### config.mk
export PLATFORM = sky130hd
export DESIGN_NAME = rxfcb_top
export DESIGN_NICKNAME = d
export VERILOG_FILES = /design/src/hw/rxfcb_pkg.sv /design/src/hw/rxfcb_gain_if.sv /design/src/hw/rxfcb_gain_decode.sv /design/src/hw/rxfcb_squelch_timer.sv /design/src/hw/rxfcb_top.sv
export SDC_FILE = /design/constraint.sdc
export NUM_CORES = 1
export LEC_CHECK = 0
export CAP_MARGIN = 20
export CORE_ASPECT_RATIO = 1.25
export CORE_MARGIN = 3
export CORE_UTILIZATION = 35
export CTS_CLUSTER_SIZE = 24
export DETAILED_ROUTE_END_ITERATION = 8
export DONT_BUFFER_PORTS = 1
export PLACE_DENSITY_LB_ADDON = 0.25
export SYNTH_ARGS = -nofsm -noshare
export SYNTH_HDL_FRONTEND = slang
export SYNTH_SLANG_ARGS = --single-unit
### constraint.sdc
create_clock -name ref_clk -period 5.05 [get_ports ref_clk]
set_clock_uncertainty 0.15 [all_clocks]
set_input_delay 0.2525 -clock ref_clk [delete_from_list [all_inputs] [get_ports ref_clk]]
set_output_delay 0.2525 -clock ref_clk [all_outputs]
set_load 0.01 [all_outputs]
### src/hw/rxfcb_pkg.sv
// rxfcb_pkg: shared constants of the receiver configuration bank
// assumes: byte addresses are four times the printed register index
package rxfcb_pkg;
    // printed register indices; byte address is four times the index
    localparam logic [7:0] IDX_CHFILT = 8'h0B;
    localparam logic [7:0] IDX_DEMOD = 8'h0C;
    localparam logic [7:0] IDX_GAIN1 = 8'h0D;
    localparam logic [7:0] IDX_GAIN2 = 8'h0E;
    // own control register: bit 0 reload pulse, bit 1 manual choice
    localparam logic [7:0] IDX_CTRL = 8'h10;
    // own status register: live squelch, loaded later-stage gain
    localparam logic [7:0] IDX_STAT = 8'h11;
    localparam logic [7:0] RST_CHFILT = 8'h00;
    localparam logic [7:0] RST_DEMOD = 8'h2C;
    localparam logic [7:0] RST_GAIN1 = 8'hD8;
    localparam logic [7:0] RST_GAIN2 = 8'h00;
    localparam int BIT_CHSEL = 7;
    localparam int BIT_DEMOD = 7;
    localparam int BIT_AMDSEL = 6;
    localparam int BIT_SQDYN = 5;
    localparam int BIT_SQRATIO = 4;
    localparam int BIT_AGCEN = 3;
    localparam int BIT_AGCSPAN = 2;
    localparam int BIT_AGCALG = 1;
    localparam int BIT_AGCRATIO = 0;
    localparam int BIT_LFEN = 1;
    localparam int BIT_LFSPLIT = 0;
    localparam logic [3:0] GAIN2_MAX = 4'h0A;
    localparam logic [3:0] GAIN2_WINMAX = 4'h4;
    // squelch on-delay after end of transmit
    localparam real SQ_DELAY_NS = 18880.0;
    localparam real CLK_PERIOD_NS = 50.0;
    localparam int SQ_DELAY_CYC = int'($ceil(SQ_DELAY_NS / CLK_PERIOD_NS));
    localparam logic [1:0] RESP_OKAY = 2'b00;
    localparam logic [1:0] RESP_SLVERR = 2'b10;
endpackage : rxfcb_pkg

### src/hw/rxfcb_gain_if.sv
// rxfcb_gain_if: carries one channel's later-stage gain decode
// assumes: one producer, the top as consumer
`timescale 1ns/1ns
interface rxfcb_gain_if;
    logic [2:0] window;
    logic [2:0] stage;
    modport prod (output window, output stage);
    modport cons (input window, input stage);
endinterface : rxfcb_gain_if

### src/hw/rxfcb_gain_decode.sv
// rxfcb_gain_decode: splits a later-stage gain code into digitizer window
// steps and amplifier steps; assumes codes above 0xA never arrive
`timescale 1ns/1ns
module rxfcb_gain_decode (
    input wire logic [3:0] code,
    rxfcb_gain_if.prod dec
);
    always_comb begin
        // codes 1..4 widen only the window
        if (code <= rxfcb_pkg::GAIN2_WINMAX) begin
            dec.window = code[2:0];
            dec.stage = 3'h0;
        end else begin
            dec.window = rxfcb_pkg::GAIN2_WINMAX[2:0];
            dec.stage = 3'(code - rxfcb_pkg::GAIN2_WINMAX);
        end
    end
endmodule : rxfcb_gain_decode

### src/hw/rxfcb_squelch_timer.sv
// rxfcb_squelch_timer: automatic squelch after end of transmit
// assumes: txEnd is a one-cycle pulse, maskDone a level from the timer
`timescale 1ns/1ns
module rxfcb_squelch_timer #(
    parameter int DELAY = rxfcb_pkg::SQ_DELAY_CYC
) (
    input wire logic ref_clk,
    input wire logic reset,
    input wire logic enable,
    input wire logic txEnd,
    input wire logic maskDone,
    output logic squelchOn
);
    typedef enum logic [1:0] {IDLE, WAIT, ON} rxfcb_sq_type;
    rxfcb_sq_type state;
    logic [9:0] count;

    always_ff @(posedge ref_clk or posedge reset) begin
        if (reset) begin
            state <= IDLE;
            count <= 10'h000;
        end else if (!enable) begin
            state <= IDLE;
            count <= 10'h000;
        end else begin
            unique case (state)
                IDLE: if (txEnd) begin
                    state <= WAIT;
                    count <= 10'h001;
                end
                WAIT: if (count == 10'(DELAY)) begin
                    state <= ON;
                end else begin
                    count <= count + 10'h001;
                end
                ON: if (maskDone) begin
                    state <= IDLE;
                end
            endcase
        end
    end
    assign squelchOn = (state == ON);
endmodule : rxfcb_squelch_timer

### src/hw/rxfcb_top.sv
// rxfcb_top: receiver configuration bank behind an AXI4-Lite slave
// assumes: analogue controls sampled on ref_clk; one access at a time
`timescale 1ns/1ns
module rxfcb_top (
    input wire logic ref_clk,
    input wire logic reset,
    input wire logic [7:0] s_axi_awaddr,
    input wire logic s_axi_awvalid,
    output logic s_axi_awready,
    input wire logic [31:0] s_axi_wdata,
    input wire logic [3:0] s_axi_wstrb,
    input wire logic s_axi_wvalid,
    output logic s_axi_wready,
    output logic [1:0] s_axi_bresp,
    output logic s_axi_bvalid,
    input wire logic s_axi_bready,
    input wire logic [7:0] s_axi_araddr,
    input wire logic s_axi_arvalid,
    output logic s_axi_arready,
    output logic [31:0] s_axi_rdata,
    output logic [1:0] s_axi_rresp,
    output logic s_axi_rvalid,
    input wire logic s_axi_rready,
    input wire logic amEnabled,
    input wire logic pmEnabled,
    input wire logic txEnd,
    input wire logic maskDone,
    input wire logic [4:0] subcarrierStartTime,
    output logic amChannelOn,
    output logic pmChannelOn,
    output logic framePm,
    output logic [2:0] lowpassControl,
    output logic [3:0] zeroSetting,
    output logic iqDemod,
    output logic mixerDetector,
    output logic squelchActive,
    output logic squelchRatioHigh,
    output logic gainLoopOn,
    output logic gainLoopWhole,
    output logic gainLoopReset,
    output logic gainLoopRatio,
    output logic [2:0] amFirstStageGain,
    output logic [2:0] pmFirstStageGain,
    output logic lowFreqInputEnable,
    output logic lowFreqInputSplit,
    output logic [2:0] amWindowSteps,
    output logic [2:0] amStageSteps,
    output logic [2:0] pmWindowSteps,
    output logic [2:0] pmStageSteps,
    output logic [4:0] scStartQuarters
);
    logic [7:0] rxChannelFilterCfg;
    logic [7:0] rxDemodSquelchGainloopCfg;
    logic [7:0] rxFirstStageGainCfg;
    logic [7:0] rxLaterStageGainCfg;
    logic [7:0] loadedGain;
    logic manualChoice;
    logic haveAw;
    logic haveW;
    logic [7:0] awIdx;
    logic [7:0] wByte;
    logic wLane;
    logic squelchOn;
    logic [7:0] arIdx;
    logic doWrite;
    rxfcb_gain_if amDec ();
    rxfcb_gain_if pmDec ();

    ////////////////////////////////////////////////////////////////////
    // write channel: address and data taken in either order
    assign doWrite = haveAw && haveW && !s_axi_bvalid;

    always_ff @(posedge ref_clk or posedge reset) begin
        if (reset) begin
            s_axi_awready <= 1'b1;
            s_axi_wready <= 1'b1;
            haveAw <= 1'b0;
            haveW <= 1'b0;
            awIdx <= 8'h00;
            wByte <= 8'h00;
            wLane <= 1'b0;
            s_axi_bvalid <= 1'b0;
            s_axi_bresp <= rxfcb_pkg::RESP_OKAY;
        end else begin
            if (s_axi_awvalid && s_axi_awready) begin
                haveAw <= 1'b1;
                awIdx <= {2'b00, s_axi_awaddr[7:2]};
                s_axi_awready <= 1'b0;
            end
            if (s_axi_wvalid && s_axi_wready) begin
                haveW <= 1'b1;
                wByte <= s_axi_wdata[7:0];
                wLane <= s_axi_wstrb[0];
                s_axi_wready <= 1'b0;
            end
            if (doWrite) begin
                haveAw <= 1'b0;
                haveW <= 1'b0;
                s_axi_bvalid <= 1'b1;
                unique case (awIdx)
                    rxfcb_pkg::IDX_CHFILT, rxfcb_pkg::IDX_DEMOD,
                    rxfcb_pkg::IDX_GAIN1, rxfcb_pkg::IDX_GAIN2,
                    rxfcb_pkg::IDX_CTRL, rxfcb_pkg::IDX_STAT:
                        s_axi_bresp <= rxfcb_pkg::RESP_OKAY;
                    default: s_axi_bresp <= rxfcb_pkg::RESP_SLVERR;
                endcase
            end
            if (s_axi_bvalid && s_axi_bready) begin
                s_axi_bvalid <= 1'b0;
                s_axi_awready <= 1'b1;
                s_axi_wready <= 1'b1;
            end
        end
    end

    ////////////////////////////////////////////////////////////////////
    // register storage; only byte lane 0 carries data
    always_ff @(posedge ref_clk or posedge reset) begin
        if (reset) begin
            rxChannelFilterCfg <= rxfcb_pkg::RST_CHFILT;
            rxDemodSquelchGainloopCfg <= rxfcb_pkg::RST_DEMOD;
            rxFirstStageGainCfg <= rxfcb_pkg::RST_GAIN1;
            rxLaterStageGainCfg <= rxfcb_pkg::RST_GAIN2;
            manualChoice <= 1'b0;
        end else if (doWrite && wLane) begin
            unique case (awIdx)
                rxfcb_pkg::IDX_CHFILT: rxChannelFilterCfg <= wByte;
                rxfcb_pkg::IDX_DEMOD: rxDemodSquelchGainloopCfg <= wByte;
                rxfcb_pkg::IDX_GAIN1: rxFirstStageGainCfg <= wByte;
                rxfcb_pkg::IDX_GAIN2: rxLaterStageGainCfg <= wByte;
                rxfcb_pkg::IDX_CTRL: manualChoice <= wByte[1];
                default: ;
            endcase
        end
    end

    // reload command: bit 0 of the control word, self-clearing
    // the loaded copy lags the register so stray writes stay harmless
    always_ff @(posedge ref_clk or posedge reset) begin
        if (reset) begin
            loadedGain <= rxfcb_pkg::RST_GAIN2;
        end else if (doWrite && wLane && awIdx == rxfcb_pkg::IDX_CTRL
                     && wByte[0]) begin
            loadedGain <= rxLaterStageGainCfg;
        end
    end

    ////////////////////////////////////////////////////////////////////
    // read channel: one cycle from address to data
    always_ff @(posedge ref_clk or posedge reset) begin
        if (reset) begin
            s_axi_arready <= 1'b1;
            s_axi_rvalid <= 1'b0;
            s_axi_rdata <= 32'h0000_0000;
            s_axi_rresp <= rxfcb_pkg::RESP_OKAY;
        end else if (s_axi_arvalid && s_axi_arready) begin
            s_axi_arready <= 1'b0;
            s_axi_rvalid <= 1'b1;
            s_axi_rresp <= rxfcb_pkg::RESP_OKAY;
            unique case (arIdx)
                rxfcb_pkg::IDX_CHFILT:
                    s_axi_rdata <= {24'h00_0000, rxChannelFilterCfg};
                rxfcb_pkg::IDX_DEMOD:
                    s_axi_rdata <= {24'h00_0000, rxDemodSquelchGainloopCfg};
                rxfcb_pkg::IDX_GAIN1:
                    s_axi_rdata <= {24'h00_0000, rxFirstStageGainCfg};
                rxfcb_pkg::IDX_GAIN2:
                    s_axi_rdata <= {24'h00_0000, rxLaterStageGainCfg};
                rxfcb_pkg::IDX_CTRL:
                    s_axi_rdata <= {30'h0000_0000, manualChoice, 1'b0};
                rxfcb_pkg::IDX_STAT:
                    s_axi_rdata <= {23'h00_0000, squelchOn, loadedGain};
                default: begin
                    s_axi_rdata <= 32'h0000_0000;
                    s_axi_rresp <= rxfcb_pkg::RESP_SLVERR;
                end
            endcase
        end else if (s_axi_rvalid && s_axi_rready) begin
            s_axi_rvalid <= 1'b0;
            s_axi_arready <= 1'b1;
        end
    end
    assign arIdx = {2'b00, s_axi_araddr[7:2]};

    ////////////////////////////////////////////////////////////////////
    // decode of the later-stage gain uses the reloaded copy
    rxfcb_gain_decode amGain (.code(loadedGain[7:4]), .dec(amDec.prod));
    rxfcb_gain_decode pmGain (.code(loadedGain[3:0]), .dec(pmDec.prod));

    rxfcb_squelch_timer squelch (
        .ref_clk(ref_clk),
        .reset(reset),
        .enable(rxDemodSquelchGainloopCfg[rxfcb_pkg::BIT_SQDYN]),
        .txEnd(txEnd),
        .maskDone(maskDone),
        .squelchOn(squelchOn)
    );

    ////////////////////////////////////////////////////////////////////
    // analogue controls, all registered
    always_ff @(posedge ref_clk or posedge reset) begin
        if (reset) begin
            amChannelOn <= 1'b0;
            pmChannelOn <= 1'b0;
            framePm <= 1'b0;
            lowpassControl <= 3'h0;
            zeroSetting <= 4'h0;
            iqDemod <= 1'b0;
            mixerDetector <= 1'b0;
            squelchActive <= 1'b0;
            squelchRatioHigh <= 1'b0;
            gainLoopOn <= 1'b0;
            gainLoopWhole <= 1'b0;
            gainLoopReset <= 1'b0;
            gainLoopRatio <= 1'b0;
            amFirstStageGain <= 3'h0;
            pmFirstStageGain <= 3'h0;
            lowFreqInputEnable <= 1'b0;
            lowFreqInputSplit <= 1'b0;
            amWindowSteps <= 3'h0;
            amStageSteps <= 3'h0;
            pmWindowSteps <= 3'h0;
            pmStageSteps <= 3'h0;
            scStartQuarters <= 5'h00;
        end else begin
            // single channel: choice bit picks which one runs
            if (amEnabled ^ pmEnabled) begin
                amChannelOn <= !rxChannelFilterCfg[rxfcb_pkg::BIT_CHSEL];
                pmChannelOn <= rxChannelFilterCfg[rxfcb_pkg::BIT_CHSEL];
            end else begin
                amChannelOn <= amEnabled;
                pmChannelOn <= pmEnabled;
            end
            framePm <= (amEnabled && pmEnabled && manualChoice)
                ? rxChannelFilterCfg[rxfcb_pkg::BIT_CHSEL]
                : (pmEnabled && !amEnabled);
            lowpassControl <= rxChannelFilterCfg[6:4];
            zeroSetting <= rxChannelFilterCfg[3:0];
            // I/Q forces the mixer; peak detector is unusable there
            iqDemod <= rxDemodSquelchGainloopCfg[rxfcb_pkg::BIT_DEMOD];
            mixerDetector <= rxDemodSquelchGainloopCfg[rxfcb_pkg::BIT_AMDSEL]
                || rxDemodSquelchGainloopCfg[rxfcb_pkg::BIT_DEMOD];
            squelchActive <= squelchOn;
            squelchRatioHigh <=
                rxDemodSquelchGainloopCfg[rxfcb_pkg::BIT_SQRATIO];
            gainLoopOn <= rxDemodSquelchGainloopCfg[rxfcb_pkg::BIT_AGCEN];
            gainLoopWhole <=
                rxDemodSquelchGainloopCfg[rxfcb_pkg::BIT_AGCSPAN];
            gainLoopReset <=
                rxDemodSquelchGainloopCfg[rxfcb_pkg::BIT_AGCALG];
            gainLoopRatio <=
                rxDemodSquelchGainloopCfg[rxfcb_pkg::BIT_AGCRATIO];
            amFirstStageGain <= rxFirstStageGainCfg[7:5];
            pmFirstStageGain <= rxFirstStageGainCfg[4:2];
            lowFreqInputEnable <=
                rxFirstStageGainCfg[rxfcb_pkg::BIT_LFEN];
            lowFreqInputSplit <=
                rxFirstStageGainCfg[rxfcb_pkg::BIT_LFSPLIT];
            amWindowSteps <= amDec.window;
            amStageSteps <= amDec.stage;
            pmWindowSteps <= pmDec.window;
            pmStageSteps <= pmDec.stage;
            scStartQuarters <= subcarrierStartTime;
        end
    end

    ////////////////////////////////////////////////////////////////////
    property p_chsel;
        @(posedge ref_clk) disable iff (reset)
        (amEnabled && !pmEnabled) |=> (pmChannelOn == $past(
            rxChannelFilterCfg[rxfcb_pkg::BIT_CHSEL]));
    endproperty
    a_chsel: assert property (p_chsel) else $error("channel choice");
    property p_frame;
        @(posedge ref_clk) disable iff (reset)
        (amEnabled && pmEnabled && manualChoice) |=>
            (framePm == $past(rxChannelFilterCfg[7]));
    endproperty
    a_frame: assert property (p_frame) else $error("framing wrong");
    property p_lp;
        @(posedge ref_clk) disable iff (reset)
        1'b1 |=> lowpassControl == $past(rxChannelFilterCfg[6:4]);
    endproperty
    a_lp: assert property (p_lp) else $error("low-pass mismatch");
    property p_iq;
        @(posedge ref_clk) disable iff (reset) iqDemod |-> mixerDetector;
    endproperty
    a_iq: assert property (p_iq) else $error("iq without mixer");
    property p_sq_early;
        @(posedge ref_clk) disable iff (reset)
        (txEnd && !squelchOn) |=> !squelchOn [*8];
    endproperty
    a_sq_early: assert property (p_sq_early) else $error("sq early");
    property p_gain1;
        @(posedge ref_clk) disable iff (reset)
        1'b1 |=> amFirstStageGain == $past(rxFirstStageGainCfg[7:5]);
    endproperty
    a_gain1: assert property (p_gain1) else $error("first gain wrong");
    property p_window;
        @(posedge ref_clk) disable iff (reset)
        (loadedGain[7:4] <= 4'h4) |=> (amStageSteps == 3'h0);
    endproperty
    a_window: assert property (p_window) else $error("stage early");
    property p_stage;
        @(posedge ref_clk) disable iff (reset)
        (loadedGain[3:0] > 4'h4 && loadedGain[3:0] <= 4'hA) |=>
            (pmWindowSteps == 3'h4 && pmStageSteps != 3'h0);
    endproperty
    a_stage: assert property (p_stage) else $error("no stage step");
    property p_reload;
        @(posedge ref_clk) disable iff (reset)
        !(doWrite && awIdx == rxfcb_pkg::IDX_CTRL) |=> $stable(loadedGain);
    endproperty
    a_reload: assert property (p_reload) else $error("early copy");
endmodule : rxfcb_top

==> flow_metrics.py, run 1 <==
metrics = {
    "clock_network": {
        "clkLatencyLatePin_ps": 410,
        "cts_tree": "done",
        "cts_made_buffers": 17,
        "cts_buffer_depth": 2,
        "post_cts_buffers": 0,
        "h-tree-depth": 4,
        "clockRootBuffer": "clkbuf_16",
        "clk_pin_slew_ps": 60,
        "clock_sinks": 129,
        "cts-resized-gates": 0,
    },
    "synthesis": {
        "ys_types": 53,
        "async_reset_ff_frac": 1.00,
        "ys.flop_type": "dfrtp_1",
        "synth_top_area_cell": "dfrtp_1",
        "ys_seq_area_frac": 0.594,
        "synth_top_area_share": 0.546,
        "yosys_warnings": 0,
        "syn_area_per_cell_um2": 13.1,
        "synth_area_leaders": "dfrtp_1 55%, mux2_2 11%, dfstp_2 4.8%",
        "synth_edf_count": 0,
        "netlist_area_um2": 5460,
        "ys_seq_elements": 129,
        "syn_inst": 416,
    },
    "timing": {
        "period_needed_ps": 2230,
        "hold_viol_final": 0,
        "max_slew.worst_pin.slew_ps": 1040,
        "fmax_mhz": 448,
        "fin_crit_sh": 0.442,
        "rsz0062_at_grt": "false",
        "fin_tns_setup_ps": 0,
        "maxSlewViolCount": 0,
        "timing.max_slew.rel_slack": 0.300,
        "whs_ps": 19.5,
        "setup_viol": 0,
    },
    "finish": {
        "final_common_cell": "dfrtp_1",
        "syn2layout_area_growth_pct": 20.5,
        "post_route_cells_drive_above_1_share": 0.240,
        "nets": 542,
        "diodes": 0,
        "final_cell_mix": "119 x dfrtp_1, 51 x mux2_2, 35 x dlygate4sd3_1",
    },
    "critical_path": {
        "critPathLaunchType": "flop",
        "cp.arrival_ps": 2330,
        "crit_top_cell": "a22oi_1",
        "timing.rr.start": "s_axi_arready",
        "r2r_end": "s_axi_rdata[6]",
        "slowest_delay_ps": 700,
        "crit_fanout": 18,
        "end_kind": "flop",
        "worstPathCellList": "nand2_1 > nor3_1 > a22oi_1 > a22oi_1",
        "reg2reg_slack_ps": 2820,
        "worst_path_max_delay_cell": "a22oi_1",
        "cp.required_ps": 5140,
        "criticalPathCategory": "flop to flop",
        "r2r_cells": 4,
    },
    "worst_hold_path": {
        "min_from": "s_axi_araddr[2]",
        "hold_class": "primary input to flop",
        "hold_path_depth": 3,
        "min_to": "s_axi_rdata[6]",
    },
    "routing": {
        "dr.pass1.iters": 4,
        "drt-initial-drc-count": 80,
        "drt-wirelength-per-cell_um": 17.8,
        "drc": 0,
        "wl_um": 12300,
        "vias_per_cell": 4.90,
        "route.vias.total": 3365,
        "ant_nets": 0,
    },
    "floorplan": {
        "core_um2": 15100,
        "fp.dieW_um": 118,
        "ioPinCount": 152,
        "start_util": 0.360,
        "die_h_um": 146,
        "fp-row-count": 50,
        "die-area_um2": 17100,
    },
    "global_route": {
        "first_global_vias": 3623,
        "track_usage": 0.149,
        "grt_overflow": 0,
        "grt_pass1_wl_um": 19700,
        "antenna_found_initial": 0,
        "grt_max_degree": 55,
    },
    "placed_design": {
        "portBuffers": 0,
        "dpl.hpwl_um": 8290,
        "gp_congestion": 0.745,
    },
    "pwr": {
        "ir_drop_mv": 0.276,
        "power.leakage_uw": 0.00311,
        "powerDensity_nw_per_um2": 476,
    },
    "job": {
        "cap_violations": 0,
    },
    "outcome": {
        "status": "complete, no violations",
    },
}
-- synth_stat cells (2+ instances only) --
cell type,n
mux2_4,8
nand4_1,3
buf_4,25
nand2b_1,4
clkbuf_1,4
a22oi_1,8
a211o_1,3
o21a_1,2
nand3b_1,2
nand2_1,25
and4_1,3
a221oi_1,7
nand3_1,8
nand4b_1,2
nor3_1,6
nor2b_1,8
o21ai_0,16
mux2i_1,13
nor3b_1,2
dfrtp_1,119
and3_1,4
dfstp_2,10
a21oi_1,7
a31oi_1,2
mux2_2,51
nor2_1,14
and2_1,10
inv_1,14
xor2_1,2
ha_1,8
o2bb2ai_1,4
-- critical path, delay by kind of cell, from the launching register on --
family | cells | cell delay (ps)
flip-flops | 1 | 400
AO/OA/AOI/OAI | 2 | 870
AND/OR/NAND/NOR | 2 | 660
-- layer usage --
metal / up-vias / global-route usage / wire (µm)
li1: 1540 / - / -
met1: 1714 / 0.175 / 5090
met2: 97 / 0.245 / 6110
met3: 14 / 0.0634 / 863
met4: 0 / 0.0545 / 195
met5: - / 0 / 0
-- logic make-up after synthesis --
| group | count (synthesis) | synth area share |
|---|---|---|
| AOI/OAI and AO/OA | 58 | 0.0741 |
| xor gates and xnor gates | 2 | 0.00321 |
| adders and majority gates | 8 | 0.0183 |
| buffers and inverters | 45 | 0.0498 |
| DFF | 129 | 0.594 |
| muxes | 73 | 0.153 |
| other | 1 | 0.000687 |
| and+or+nand+nor | 100 | 0.107 |
-- metrics by stage --
step | worst slack, ps | instances | area, µm² | total power (µW) | util
after floorplan | 1220 | 440 | 5550 | 1750 | -
after global placement | 2840 | 620 | 5610 | 1850 | 0.371
after detailed placement | 2790 | 620 | 5610 | 1870 | 0.371
after CTS | 2800 | 687 | 6580 | 3170 | 0.434
after global routing | 2620 | 687 | 6580 | 3290 | 0.434
final | 2820 | 687 | 6580 | 3130 | 0.434
-- final cells by class --
type / count / area (µm²)
clock buffer: 20 / 457
fill: 1457 / 8560
inverter: 14 / 55.1
multi-input combinational: 266 / 2030
timing repair buffer: 38 / 373
clock inverter: 12 / 158
tap: 208 / 260
sequential: 129 / 3240
-- registers in the layout, indices dropped and copies added, names as in the netlist, 2 cells and up --
register / cells
amFirstStageGain: 3
amStageSteps: 3
amWindowSteps: 3
awIdx: 6
loadedGain: 8
lowpassControl: 3
pmFirstStageGain: 3
pmStageSteps: 3
pmWindowSteps: 3
rxChannelFilterCfg: 8
rxDemodSquelchGainloopCfg: 8
rxFirstStageGainCfg: 8
rxLaterStageGainCfg: 8
s_axi_rdata: 9
scStartQuarters: 5
squelch.count: 10
squelch.state: 2
wByte: 8
zeroSetting: 4
-- worst max-delay path by stage --
stage / to / cells after the start / from / slack [ps]
finish: s_axi_rdata[6] / 4 / s_axi_arready / 2820
global route: s_axi_rdata[0] / 4 / s_axi_arready / 2620
CTS: s_axi_rdata[6] / 4 / s_axi_arready / 2800
detailed placement: s_axi_rdata[6] / 4 / s_axi_arready / 2790
global placement: s_axi_rdata[6] / 4 / s_axi_arready / 2840
floorplan: amChannelOn / 1 / reset / 1220
-- where the power goes --
| group | switching [µW] | internal (µW) |
|---|---|---|
| sequential | 254 | 1260 |
| clock | 452 | 804 |
| combinational | 150 | 208 |
-- what timing repair did --
item / CTS / global route
hold endpoints to repair: 58 / 0
endpoints found under the setup margin: 0 / 0
hold buffers: 35 / 0
Note: power is estimated with default switching activity, not from simulation.
==> run 2, diff against run 1 <==
- ABC_AREA: default -> 1
- clock period: 5.05 -> 1.97 ns (I/O delays scaled with it)
==> flow_metrics.py, run 2 <==
metrics = {
    "finish": {
        "nets": 734,
        "final_cells": 879,
        "final_common_cell": "nand2_1",
        "largest_register_ffs": 10,
        "regMostFlops": "squelch.count",
        "n_fill_cell": 1526,
        "diodes": 0,
        "reg_top3": "squelch.count x10, s_axi_rdata x9",
        "final_cell_mix": "159 x nand2_1, 119 x dfrtp_1, 60 x inv_1",
        "syn2layout_area_growth_pct": 22.4,
        "post_route_cells_drive_above_1_share": 0.107,
        "multiInputGateArea_um2": 1910,
        "register_area_um2": 3240,
    },
    "clock_network": {
        "clockRootBuffer": "clkbuf_16",
        "cts_buffer_depth": 2,
        "cts-resized-gates": 0,
        "cts_made_buffers": 17,
        "post_cts_buffers": 0,
        "clk_pin_slew_ps": 50,
        "clock_sinks": 129,
        "cts_hold_buf": 42,
        "h-tree-depth": 4,
        "cts_tree": "done",
        "clkLatencyLatePin_ps": 410,
    },
    "pwr": {
        "internal-power_uw": 5570,
        "combPwrFrac": 0.138,
        "ir_drop_mv": 0.704,
        "clkPwrFrac": 0.402,
        "powerDensity_nw_per_um2": 1150,
        "switching_share": 0.290,
        "power.leakage_uw": 0.00332,
        "p_switching_uw": 2280,
        "seqPwrFrac": 0.460,
    },
    "placed_design": {
        "post-place-cells": 805,
        "portBuffers": 0,
        "gp_congestion": 0.895,
        "dpl.hpwl_um": 9790,
    },
    "synthesis": {
        "synth_area_leaders": "dfrtp_1 54%, nand2_1 11%, dfstp_2 4.7%",
        "syn_inst": 599,
        "yosys_warnings": 0,
        "netlist_area_um2": 5550,
        "ys.flop_type": "dfrtp_1",
        "ys_types": 31,
        "syn_area_per_cell_um2": 9.27,
        "ys_seq_elements": 129,
        "synth_edf_count": 0,
        "synth_top_area_cell": "dfrtp_1",
        "ys_seq_area_frac": 0.584,
        "synth_top_area_share": 0.536,
        "async_reset_ff_frac": 1.00,
        "synth.most_common_cell": "nand2_1",
        "netlist_top_cells_count": "159 x nand2_1, 119 x dfrtp_1, 61 x inv_1",
    },
    "global_route": {
        "track_usage": 0.161,
        "grt_overflow": 0,
        "antenna_found_initial": 0,
        "first_global_vias": 4155,
        "grt_pass1_wl_um": 21900,
        "grt_max_degree": 36,
    },
    "routing": {
        "wl_um": 13400,
        "ant_nets": 0,
        "dr.pass1.iters": 5,
        "drt-wirelength-per-cell_um": 15.3,
        "drt-initial-drc-count": 271,
        "route.vias.total": 4074,
        "drc": 0,
        "vias_per_cell": 4.63,
    },
    "timing": {
        "maxSlewViolCount": 0,
        "fin_tns_setup_ps": 0,
        "setup_viol": 0,
        "fmax_mhz": 526,
        "max_slew.worst_pin.slew_ps": 624,
        "rsz0062_at_grt": "false",
        "hold_viol_final": 0,
        "period_needed_ps": 1900,
        "fin_crit_sh": 0.964,
        "timing.max_slew.rel_slack": 0.583,
    },
    "worst_hold_path": {
        "hold_class": "primary input to flop",
    },
    "outcome": {
        "status": "complete, no violations",
    },
    "floorplan": {
        "die-area_um2": 17400,
        "ioPinCount": 152,
        "core_um2": 15300,
        "die_h_um": 147,
        "fp.dieW_um": 119,
        "start_util": 0.364,
        "fp-row-count": 50,
    },
    "job": {
        "cap_violations": 0,
    },
    "critical_path": {
        "cp.required_ps": 2160,
        "cp.arrival_ps": 2090,
        "criticalPathCategory": "primary input to flop",
        "end_kind": "flop",
        "crit_fanout": 7,
        "critPathLaunchType": "primary input",
    },
}
run 2: cell type report:
type | instances | area share
clock inverters | 8 | 0.0149
well taps | 208 | 0.0383
flip-flops and latches | 129 | 0.477
repair buffers | 53 | 0.0796
clock buffers | 24 | 0.0738
inverters | 63 | 0.0354
multi-input cells | 394 | 0.281
run 2: layer usage:
| layer | vias to the layer above | track usage | wire length, µm |
|---|---|---|---|
| met5 | - | 0 | 0 |
| met4 | 0 | 0.0528 | 333 |
| met3 | 23 | 0.0635 | 763 |
| met2 | 122 | 0.281 | 6990 |
| met1 | 1940 | 0.181 | 5350 |
| li1 | 1989 | - | - |
run 2: power groups by stage:
stage	Sequential (µW)	Combinational (µW)	Clock (µW)
finish	3610	1080	3150
global route	3670	1250	3370
CTS	3620	1100	3220
detailed placement	3660	993	0
global placement	3650	956	0
floorplan	3510	779	0
run 2: critical path, cell delays in order:
cell and delay [ps]:
dlygate4sd3_1 620, nor2_4 210, dlygate4sd3_1 580, nand2_1 50, nor2_1 220, nand2_1 90
nand2_1 60, nor2_1 40, a21oi_1 120
run 2: final timing paths:
check / start / to / slack [ps] / cells past startpoint
min in group asynchronous: reset / amWindowSteps[2] / 100 / 2
max: s_axi_araddr[3] / s_axi_rdata[1] / 70 / 9
min reg2reg: rxDemodSquelchGainloopCfg[2] / gainLoopWhole / 270 / 0
max reg2reg: squelch.count[0] / squelch.count[3] / 230 / 8
max in group asynchronous: reset / rxDemodSquelchGainloopCfg[2] / 930 / 3
min: s_axi_wvalid / wLane / 3 / 3
run 2: cells by family after synthesis:
kind of cell | after synthesis | share of synthesized area
AND/OR/NAND/NOR | 272 | 0.217
flip-flops | 129 | 0.584
AO/OA/AOI/OAI | 86 | 0.0874
adder cells (fa/ha/maj) | 8 | 0.0180
other | 1 | 0.000675
buffers and inverters | 100 | 0.0888
XOR/XNOR | 3 | 0.00473
run 2: through the flow:
step           instance area (µm²)   util  hold WS (ps)  power [µW]  worst slack, ps
6_report                      6790  0.445          2.88        7840             70.4
5_1_grt                       6790  0.445          35.2        8290             4.17
4_1_cts                       6790  0.445         0.597        7940              107
3_5_place_dp                  5770  0.378         -68.0        4650              229
3_3_place_gp                  5770  0.378         -73.6        4600              293
2_1_floorplan                 5650      -         -20.1        4290              134
==> run 3, diff against run 2 <==
- PLACE_DENSITY_LB_ADDON: 0.25 -> 0.3
- TNS_END_PERCENT: default -> 100
==> flow_metrics.py, run 3 (same netlist as run 2, synthesis figures left out) <==
metrics = {
    "finish": {
        "post_route_cells_drive_above_1_share": 0.108,
        "regMostFlops": "squelch.count",
        "diodes": 0,
        "syn2layout_area_growth_pct": 21.9,
        "final_cell_mix": "159 x nand2_1, 119 x dfrtp_1, 60 x inv_1",
        "reg_top3": "squelch.count x10, s_axi_rdata x9",
        "largest_register_ffs": 10,
        "final_common_cell": "nand2_1",
        "n_fill_cell": 1529,
        "nets": 731,
        "design_area_um2": 6770,
    },
    "timing": {
        "maxSlewViolCount": 0,
        "max_slew.worst_pin.slew_ps": 665,
        "fin_tns_setup_ps": 0,
        "fin_crit_sh": 0.931,
        "timing.max_slew.rel_slack": 0.556,
        "fmax_mhz": 545,
        "setup_viol": 0,
        "rsz0062_at_grt": "false",
        "timing.final.ws_setup_ps": 136,
        "hold_viol_final": 0,
        "period_needed_ps": 1830,
    },
    "floorplan": {
        "start_util": 0.364,
        "core_um2": 15300,
        "die_h_um": 147,
        "die-area_um2": 17400,
        "ioPinCount": 152,
        "fp.dieW_um": 119,
        "fp-row-count": 50,
    },
    "routing": {
        "route.vias.total": 4089,
        "vias_per_cell": 4.67,
        "drt-initial-drc-count": 271,
        "drc": 0,
        "dr.pass1.iters": 7,
        "wl_um": 13200,
        "ant_nets": 0,
        "drt-wirelength-per-cell_um": 15.1,
    },
    "worst_hold_path": {
        "min_from": "s_axi_araddr[6]",
        "min_to": "s_axi_rdata[1]",
        "hold_class": "primary input to flop",
        "hold_path_depth": 7,
    },
    "critical_path": {
        "cp.arrival_ps": 2030,
        "r2r_end": "squelch.count[3]",
        "criticalPathCategory": "primary input to flop",
        "reg2reg_slack_ps": 200,
        "critPathLaunchType": "primary input",
        "cp-startpoint": "s_axi_araddr[3]",
        "end_kind": "flop",
        "r2r_cells": 8,
        "crit_fanout": 7,
        "cp.required_ps": 2160,
        "timing.rr.start": "squelch.state[0]",
    },
    "placed_design": {
        "dpl.hpwl_um": 9520,
        "post_dp_cell_area_um2": 5760,
        "dpl_worst_slack_ps": 174,
        "portBuffers": 0,
        "gp_congestion": 0.837,
    },
    "pwr": {
        "p_switching_uw": 2280,
        "seqPwrFrac": 0.462,
        "power.leakage_uw": 0.00330,
        "power_uw": 7790,
        "combPwrFrac": 0.139,
        "ir_drop_mv": 0.467,
        "internal-power_uw": 5510,
        "powerDensity_nw_per_um2": 1150,
        "clkPwrFrac": 0.399,
        "switching_share": 0.293,
    },
    "global_route": {
        "grt_overflow": 0,
        "antenna_found_initial": 0,
        "grt_max_degree": 42,
        "grt_pass1_wl_um": 21500,
        "first_global_vias": 4136,
        "track_usage": 0.158,
    },
    "clock_network": {
        "cts_made_buffers": 17,
        "cts_tree": "done",
        "post_cts_buffers": 0,
        "clockRootBuffer": "clkbuf_16",
        "h-tree-depth": 4,
        "cts_buffer_depth": 2,
        "clk_pin_slew_ps": 60,
        "clkLatencyLatePin_ps": 420,
        "clock_sinks": 129,
    },
    "job": {
        "cap_violations": 0,
    },
    "outcome": {
        "status": "complete, no violations",
    },
}
[run 3: changes by cell type in the layout (fill, tap and decap cells not counted), sizes merged]
cell	delta
dlygate4sd3	-1
clkinv	+1
buf	-2
clkbuf	-1
[run 3: cell type report]
cell class	count	area [µm²]	area share
sequential	129	3240	0.479
timing repair buffer	50	515	0.0761
clock buffer	23	488	0.0721
tap	208	260	0.0384
multi-input combinational	394	1920	0.283
clock inverter	9	106	0.0157
inverter	63	240	0.0355
[run 3: how the worst max path moves through the flow]
stage | cells after the start | slack [ps] | endpoint
after floorplan | 1 | 130 | amChannelOn
after global placement | 9 | 260 | squelch.count[5]
final | 9 | 140 | s_axi_rdata[1]
after CTS | 9 | 60 | s_axi_rdata[1]
after detailed placement | 9 | 170 | squelch.count[5]
after global routing | 9 | 7 | s_axi_rdata[1]
[run 3: worst max-delay path, stage by stage]
cell	delay, ps
dlygate4sd3_1	640
nor2_4	200
dlygate4sd3_1	600
nand2_1	90
nor2_4	130
nand2_1	70
nand2_1	60
nor2_1	40
a21oi_1	110
[run 3: timing repair]
item                                    4_1_cts  5_1_grt
endpoints found under the hold margin       161        0
gates resized for setup                       0        3
hold buffers                                 41        0
endpoints found under the setup margin        0        4
[run 3: metal layers]
layer,part of all wire,GRT usage
met1,0.40,0.177
met2,0.52,0.278
met3,0.053,0.0451
met4,0.021,0.0713
met5,0,0
[run 3: metrics by stage]
stage               hold slack (ps)  std cells   util
finish                         30.4        876  0.444
CTS                            7.87        876  0.443
detailed placement            -83.9        803  0.377
floorplan                     -20.1        623      -
global placement              -90.2        803  0.377
global route                   67.0        876  0.444
[run 3: power groups by stage]
stage               clock [µW]  sequential [µW]  combinational [µW]
floorplan                    0             3510                 779
global placement             0             3640                 952
detailed placement           0             3650                 995
CTS                       3180             3610                1090
global route              3310             3670                1240
finish                    3110             3600                1080
